File: config.mk
export PLATFORM = sky130hd
export DESIGN_NAME = ecc_top
export DESIGN_NICKNAME = d
export VERILOG_FILES = /design/src/hw/ecc_pkg.sv /design/src/hw/ecc_top.sv
export SDC_FILE = /design/constraint.sdc
export NUM_CORES = 1
export LEC_CHECK = 0
export ABC_AREA = 1
export BUFFER_PORTS_ARGS = -buffer_cell sky130_fd_sc_hd__buf_2
export CORE_MARGIN = 5
export CORE_UTILIZATION = 50
export DETAILED_ROUTE_END_ITERATION = 10
export PLACE_DENSITY_LB_ADDON = 0.2
export SLEW_MARGIN = 20
export SYNTH_ARGS = -nofsm -noshare
export SYNTH_HDL_FRONTEND = slang
export SYNTH_SLANG_ARGS = --single-unit
File: constraint.sdc
create_clock -name CORE_CLK -period 2.1 [get_ports CORE_CLK]
set_clock_uncertainty 0.2 [all_clocks]
set_input_delay 0.21 -clock CORE_CLK [delete_from_list [all_inputs] [get_ports CORE_CLK]]
set_output_delay 0.21 -clock CORE_CLK [all_outputs]
set_load 0.02 [all_outputs]
File: src/hw/ecc_pkg.sv
// Package of constants and types for the EEPROM cycle control block.
package ecc_pkg;
    // ------------------------------------------------------------
    // Control register layout
    // ------------------------------------------------------------
    localparam int FETCH_GO_POS = 0;
    localparam int FETCH_ARM_POS = 1;
    localparam int PROGRAM_GO_POS = 2;
    localparam int PROGRAM_ARM_POS = 3;
    localparam logic [7:0] CTRL_RESET = 8'h00;
    localparam logic [3:0] UPPER_ZERO = 4'h0;
    // ------------------------------------------------------------
    // Cycle timing
    // ------------------------------------------------------------
    localparam int CLK_MHZ = 250;
    localparam int READ_NS = 40;
    localparam int READ_CYCLES = (READ_NS * CLK_MHZ + 999) / 1000;
    localparam int WRITE_US = 4000;
    localparam int WRITE_CYCLES = WRITE_US * CLK_MHZ;
    localparam logic [7:0] BYTE_RESET = 8'h00;

    typedef enum logic [1:0] {
        ECC_IDLE,
        ECC_READ,
        ECC_WRITE
    } ecc_state_t;

    // Register write request from the processor side.
    typedef struct packed {
        logic wr;
        logic [7:0] data;
    } ecc_cpu_wr_t;

    // Command to the non-volatile array.
    typedef struct packed {
        logic rd;
        logic wr;
        logic [4:0] index;
        logic [7:0] data;
    } ecc_cell_cmd_t;
endpackage

File: src/hw/ecc_top.sv
// EEPROM cycle control register and read/write cycle sequencer.
`timescale 1ns/10ps
module ecc_top
    import ecc_pkg::*;
#(
    parameter int WRITE_TICKS = WRITE_CYCLES,
    parameter int READ_TICKS = READ_CYCLES
) (
    input wire logic CORE_CLK,
    input wire logic RST_B,
    input wire ecc_pkg::ecc_cpu_wr_t CTRL_WR,
    input wire ecc_pkg::ecc_cpu_wr_t BYTE_WR,
    input wire logic [4:0] INDEX_VAL,
    input wire logic [7:0] CELL_RDATA,
    input wire logic DONE_CLR,
    output logic [7:0] CTRL_RDATA,
    output logic [7:0] BYTE_RDATA,
    output ecc_pkg::ecc_cell_cmd_t CELL_CMD,
    output logic DONE_FLAG
);
    import ecc_pkg::*;

    // ------------------------------------------------------------
    // State and timer
    // ------------------------------------------------------------
    ecc_state_t state_reg, state_next;
    logic [31:0] timer_reg, timer_next;
    logic program_arm_bit_reg, fetch_arm_bit_reg;
    logic program_go_reg, fetch_go_reg;
    logic [7:0] cell_byte_reg;
    logic cell_done_flag_reg;
    ecc_cell_cmd_t cmd_reg;

    // ------------------------------------------------------------
    // Request decode
    // ------------------------------------------------------------
    wire logic idle = (state_reg == ECC_IDLE);
    wire logic timer_end = (timer_reg == 32'h0000_0000);
    wire logic ctrl_write = CTRL_WR.wr;
    wire logic program_go_req = ctrl_write && CTRL_WR.data[PROGRAM_GO_POS];
    wire logic fetch_go_req = ctrl_write && CTRL_WR.data[FETCH_GO_POS];
    wire logic program_arm_wdata = CTRL_WR.data[PROGRAM_ARM_POS];
    wire logic fetch_arm_wdata = CTRL_WR.data[FETCH_ARM_POS];
    wire logic byte_write = BYTE_WR.wr && idle;
    wire logic in_write = (state_reg == ECC_WRITE);
    wire logic in_read = (state_reg == ECC_READ);

    // A go request counts only with its arm bit already stored, so an arm and
    // go written in one access never start a cycle. The program side wins when
    // both go bits arrive together, and a busy sequencer drops both.
    wire logic start_write = idle && program_go_req
        && program_arm_bit_reg;
    wire logic start_read = idle && fetch_go_req
        && fetch_arm_bit_reg && !start_write;
    wire logic any_start = start_write || start_read;
    wire logic write_end = in_write && timer_end;
    wire logic read_end = in_read && timer_end;
    wire logic [7:0] ctrl_view = {UPPER_ZERO, program_arm_bit_reg, program_go_reg,
        fetch_arm_bit_reg, fetch_go_reg};

    // ------------------------------------------------------------
    // Timer loads
    // ------------------------------------------------------------
    // The counter is loaded with one less than the length so that the end
    // cycle itself is counted; the casts keep the load at the counter width.
    // A length of zero is not supported and would wrap the counter.
    wire logic [31:0] write_load = 32'(WRITE_TICKS - 1);
    wire logic [31:0] read_load = 32'(READ_TICKS - 1);
    wire logic [31:0] timer_dec = timer_reg - 32'h0000_0001;

    // ------------------------------------------------------------
    // Sequencer
    // ------------------------------------------------------------
    // A go request that arrives while busy is dropped here, never queued.
    always_comb begin
        state_next = state_reg;
        timer_next = timer_reg;
        case (state_reg)
            ECC_IDLE: begin
                if (start_write) begin
                    state_next = ECC_WRITE;
                    timer_next = write_load;
                end else if (start_read) begin
                    state_next = ECC_READ;
                    timer_next = read_load;
                end
            end
            ECC_READ, ECC_WRITE: begin
                if (timer_end) begin
                    state_next = ECC_IDLE;
                end else begin
                    timer_next = timer_dec;
                end
            end
            default: begin
                state_next = ECC_IDLE;
            end
        endcase
    end

    always_ff @(posedge CORE_CLK or negedge RST_B) begin
        if (!RST_B) begin
            state_reg <= ECC_IDLE;
            timer_reg <= 32'h0000_0000;
        end else begin
            state_reg <= state_next;
            timer_reg <= timer_next;
        end
    end

    // ------------------------------------------------------------
    // Control register
    // ------------------------------------------------------------
    always_ff @(posedge CORE_CLK or negedge RST_B) begin
        if (!RST_B) begin
            program_arm_bit_reg <= CTRL_RESET[PROGRAM_ARM_POS];
            fetch_arm_bit_reg <= CTRL_RESET[FETCH_ARM_POS];
        end else if (ctrl_write) begin
            // Arm bits take every control write; clearing them disarms at once.
            program_arm_bit_reg <= program_arm_wdata;
            fetch_arm_bit_reg <= fetch_arm_wdata;
        end
    end

    // Go bits are set only by a start and cleared only by the cycle end;
    // software writing zero cannot abort a cycle in flight.
    always_ff @(posedge CORE_CLK or negedge RST_B) begin
        if (!RST_B) begin
            program_go_reg <= CTRL_RESET[PROGRAM_GO_POS];
            fetch_go_reg <= CTRL_RESET[FETCH_GO_POS];
        end else begin
            if (start_write) begin
                program_go_reg <= 1'b1;
            end else if (write_end) begin
                program_go_reg <= 1'b0;
            end
            if (start_read) begin
                fetch_go_reg <= 1'b1;
            end else if (read_end) begin
                fetch_go_reg <= 1'b0;
            end
        end
    end

    // ------------------------------------------------------------
    // Byte register and done flag
    // ------------------------------------------------------------
    always_ff @(posedge CORE_CLK or negedge RST_B) begin
        if (!RST_B) begin
            cell_byte_reg <= BYTE_RESET;
        end else if (read_end) begin
            cell_byte_reg <= CELL_RDATA;
        end else if (byte_write) begin
            cell_byte_reg <= BYTE_WR.data;
        end
    end

    always_ff @(posedge CORE_CLK or negedge RST_B) begin
        if (!RST_B) begin
            cell_done_flag_reg <= 1'b0;
        // Set wins over a clear in the same cycle, so a write finish is never lost.
        end else if (write_end) begin
            cell_done_flag_reg <= 1'b1;
        end else if (DONE_CLR) begin
            cell_done_flag_reg <= 1'b0;
        end
    end

    // ------------------------------------------------------------
    // Array command and outputs
    // ------------------------------------------------------------
    always_ff @(posedge CORE_CLK or negedge RST_B) begin
        if (!RST_B) begin
            cmd_reg <= '0;
        end else begin
            cmd_reg.rd <= start_read;
            cmd_reg.wr <= start_write;
            // Index and data are captured only at a start, so the array sees
            // them steady for the whole cycle even if software moves on.
            if (any_start) begin
                cmd_reg.index <= INDEX_VAL;
                cmd_reg.data <= cell_byte_reg;
            end
        end
    end

    // Read views are registered one cycle behind the state they show.
    always_ff @(posedge CORE_CLK or negedge RST_B) begin
        if (!RST_B) begin
            CTRL_RDATA <= CTRL_RESET;
        end else begin
            CTRL_RDATA <= ctrl_view;
        end
    end

    always_ff @(posedge CORE_CLK or negedge RST_B) begin
        if (!RST_B) begin
            BYTE_RDATA <= BYTE_RESET;
        end else begin
            BYTE_RDATA <= cell_byte_reg;
        end
    end

    always_ff @(posedge CORE_CLK or negedge RST_B) begin
        if (!RST_B) begin
            DONE_FLAG <= 1'b0;
        end else begin
            DONE_FLAG <= cell_done_flag_reg;
        end
    end

    assign CELL_CMD = cmd_reg;
endmodule

==> summary.md <==
| Metric | Value |
|---|---|
| Status | finished, final reports clean |
| WP data arrival | 2.06 ns |
| Xor/xnor share of the synthesized area | 0.0173 |
| CP Capture Type | register |
| Layout fillers | 673 |
| Max reg flops | 32 |
| Design area | 5110 sq um |
| Clock root buffer | clkbuf_8 |
| Sink Count | 75 |
| Slew Limit Fails | 0 |
| Placed Area | 4650 sq um |
| Worst path top cell family by delay | flip-flops |
| Max clock buf depth | 2 |
| Buf+Inv Stages, Crit Path | 3 |
| Post-Route WL | 10.7 mm |
| Detail Route Antenna Nets | 0 |
| Area of the mapped netlist | 4050 sq um |
| Die area | 10000 sq um |
| Period utilization | 0.959 |
| Initial antenna violation count | 0 |
| Hold WS | 0.0172 ns |
| Synth area leader | dfrtp_1 |
| Post-route minimum period | 2.01 ns |
| Max incr delay on CP | 0.41 ns |
| Top Ports | 66 |
| Worst setup SP type | register |
| All-Layer GR Usage | 0.224 |
| RePlAce Congestion | 0.951 |
| PnR worst setup slack | 0.0866 ns |
| GRT overflow | 0 |
| Crit-path slowest cell | dfrtp_1 |
| ANT cells | 0 |
| Hold_sp | BYTE_WR[6] |
| Crit-path max FO | 13 |
| Synth Warn # | 0 |
| R2R Path End | CELL_CMD[7] |
| Mux share of post-synthesis cell area | 0.0417 |
| Peak Freq | 0.497 GHz |
| Synth Area in Simple Gates | 0.313 |
| CP Data Required Time | 2.15 ns |
| Largest family of logic cells by synthesized area | simple AND/OR/NAND/NOR gates |
| CTS tree | built |
| Die W | 100 microns |
| WL/cell | 14.4 microns |
| Worst r2r src | state_reg[0] |
| Layout cells sized above 1 | 0.233 |
| Global-route wire length before repair | 17.6 mm |
| Max_cap viols | 0 |
| Nets | 673 |
| Post-CTS Setup Bufs | 0 |
| Setup CP Type | register to register |
| Power density cells | 1930 nW/um^2 |
| Total CTS buffers | 9 |
| Port bufs | 57 |
| R2R Setup Slk | 0.09 ns |
| Worst hold path type | input port to register |
| FF+latch count, synth | 75 |
| Synth top area share | 0.463 |
| R2r worst-path depth | 8 |
| Register clock-pin slew on the reported worst setup and hold paths | 0.09 ns |
| Pin count of the biggest net entering global routing | 49 |
| Critical-path cell list | inv_1 -> ha_1 -> nand2_1 -> inv_1 -> nand3_2 -> nand2_1 -> buf_12 -> mux2_2 |
| DRC viols | 0 |
| Post-Syn Instances | 524 |
| Leak pwr | 2.74 nW |
| Site Rows | 32 |
| Post-synthesis sequential area ratio | 0.463 |
| Synth unique cells | 29 |
| Initial DRC Count | 325 |
| Vias per cell | 5.14 |
| Vias in the first global route | 3674 |
| Mean Syn Cell Area | 7.73 sq um |
| Pre-CTS setup slack | 0.0288 ns |
| Post-Synth Adder-Cell Area | 0.0154 |
| Final hold violation count | 0 |
| Area growth syn-to-layout | 26.1% |
| Hold depth | 5 |
| H-tree levels | 3 |
| Initial core utilization | 0.519 |
| Compound-Gate Fraction of Synth Area | 0.0717 |
| # setup viols final | 0 |
| Die Span Y | 100 microns |
| Main area contributors after synthesis | dfrtp_1 (46%), nand2_1 (15%), nor2_1 (7.2%), nand3_1 (5.8%), inv_1 (4.4%) |
| Worst-Skew Late Latency | 0.35 ns |
| Core Footprint | 7810 sq um |
| DP HPWL | 7.67 mm |
| Vias post-DR | 3811 |
| Worst-case hold path end point | cell_byte_reg[6] |
| Peak supply drop | 1.08 mV |
| RSZ-0062 raised after global routing | true |
| Post-Route Utilization | 0.654 |
| DR pass1 iterations | 5 |
-- Yosys cell counts --
cell type,count
or2_2,1
o21ai_2,10
nand3_2,1
ha_1,5
nand2_2,2
and2_1,1
xor2_1,8
nor2_4,1
nor3_1,1
nand4_1,9
nand3b_1,1
conb_1,1
buf_1,2
buf_6,2
nand3_1,47
o21ai_0,22
nand2_1,160
mux2_2,15
nor2_1,78
a21oi_1,2
buf_2,4
o21ai_1,9
o21bai_1,5
dfrtp_1,75
clkbuf_1,3
buf_8,2
inv_1,48
buf_4,5
nor2_2,4
-- per-stage QoR --
| step | total power, mW | TNS, ns | cells |
|---|---|---|---|
| 3_3_place_gp | 8.48 | 0 | 701 |
| 5_1_grt | 10.8 | -0.287 | 741 |
| 6_report | 9.86 | 0 | 741 |
| 3_5_place_dp | 8.63 | 0 | 701 |
| 2_1_floorplan | 6.76 | 0 | 527 |
| 4_1_cts | 9.75 | 0 | 741 |
-- report_power, final --
| part | internal, mW | switching [mW] | total [mW] |
|---|---|---|---|
| clock network | 0.449 | 0.606 | 1.05 |
| logic | 2.30 | 4.06 | 6.36 |
| registers | 2.02 | 0.423 | 2.45 |
| total | 4.77 | 5.09 | 9.86 |
-- cells in the final DEF, fill, tap and decap left out, drive strengths merged --
cell	n
dfrtp	75
clkinvlp	2
dlygate4sd3	24
nor3	1
inv	51
buf	90
nand3	48
conb	4
clkbuf	9
nor2	83
clkinv	2
and2	1
o21ai	41
or2	1
mux2	15
nand3b	1
nand4	9
nand2	162
xor2	8
ha	5
a21oi	2
o21bai	5
-- metal layers --
layer / wire length, microns / track usage
met1: 4470 / 0.291
met4: 189 / 0.0953
met3: 648 / 0.0361
met2: 5350 / 0.371
met5: 0 / 0
-- worst min-delay path: stages --
cell     delay (ns)
buf_2          0.07
nand3_1        0.07
nand3_1        0.09
o21ai_1        0.07
inv_1          0.05
-- cell families after synthesis --
logic type,count (synthesis)
other,1
AO/OA/AOI/OAI,48
adder cells (fa/ha/maj),5
AND/OR/NAND/NOR,306
flip-flops,75
multiplexers,15
buffers and inverters,66
XOR/XNOR,8
-- worst max path at each step --
stage / slack (ns) / cells after the start / end / startpoint
6_report: 0.09 / 8 / CELL_CMD[7] / state_reg[0]
5_1_grt: -0.04 / 11 / timer_reg[0] / state_reg[0]
4_1_cts: 0.03 / 8 / cell_byte_reg[7] / timer_reg[12]
3_5_place_dp: 0.03 / 8 / cell_byte_reg[7] / timer_reg[12]
3_3_place_gp: 0.12 / 8 / cell_byte_reg[4] / timer_reg[12]
2_1_floorplan: 0.14 / 8 / CELL_CMD[10] / state_reg[0]
-- timing repair --
item                                    in CTS  in global routing
hold buffers                                24                  0
resized for setup                            0                 11
endpoints found under the setup margin       0                 52
hold endpoints to repair                    92                  0
-- final cells by class --
class	count	area, sq um	area share
multi-input combinational	386	1910	0.374
timing repair buffer	114	830	0.162
tap	102	128	0.0250
sequential	75	1880	0.367
clock inverter	7	60.1	0.0118
inverter	48	180	0.0353
clock buffer	9	124	0.0242
(Power assumes the default switching activity.)
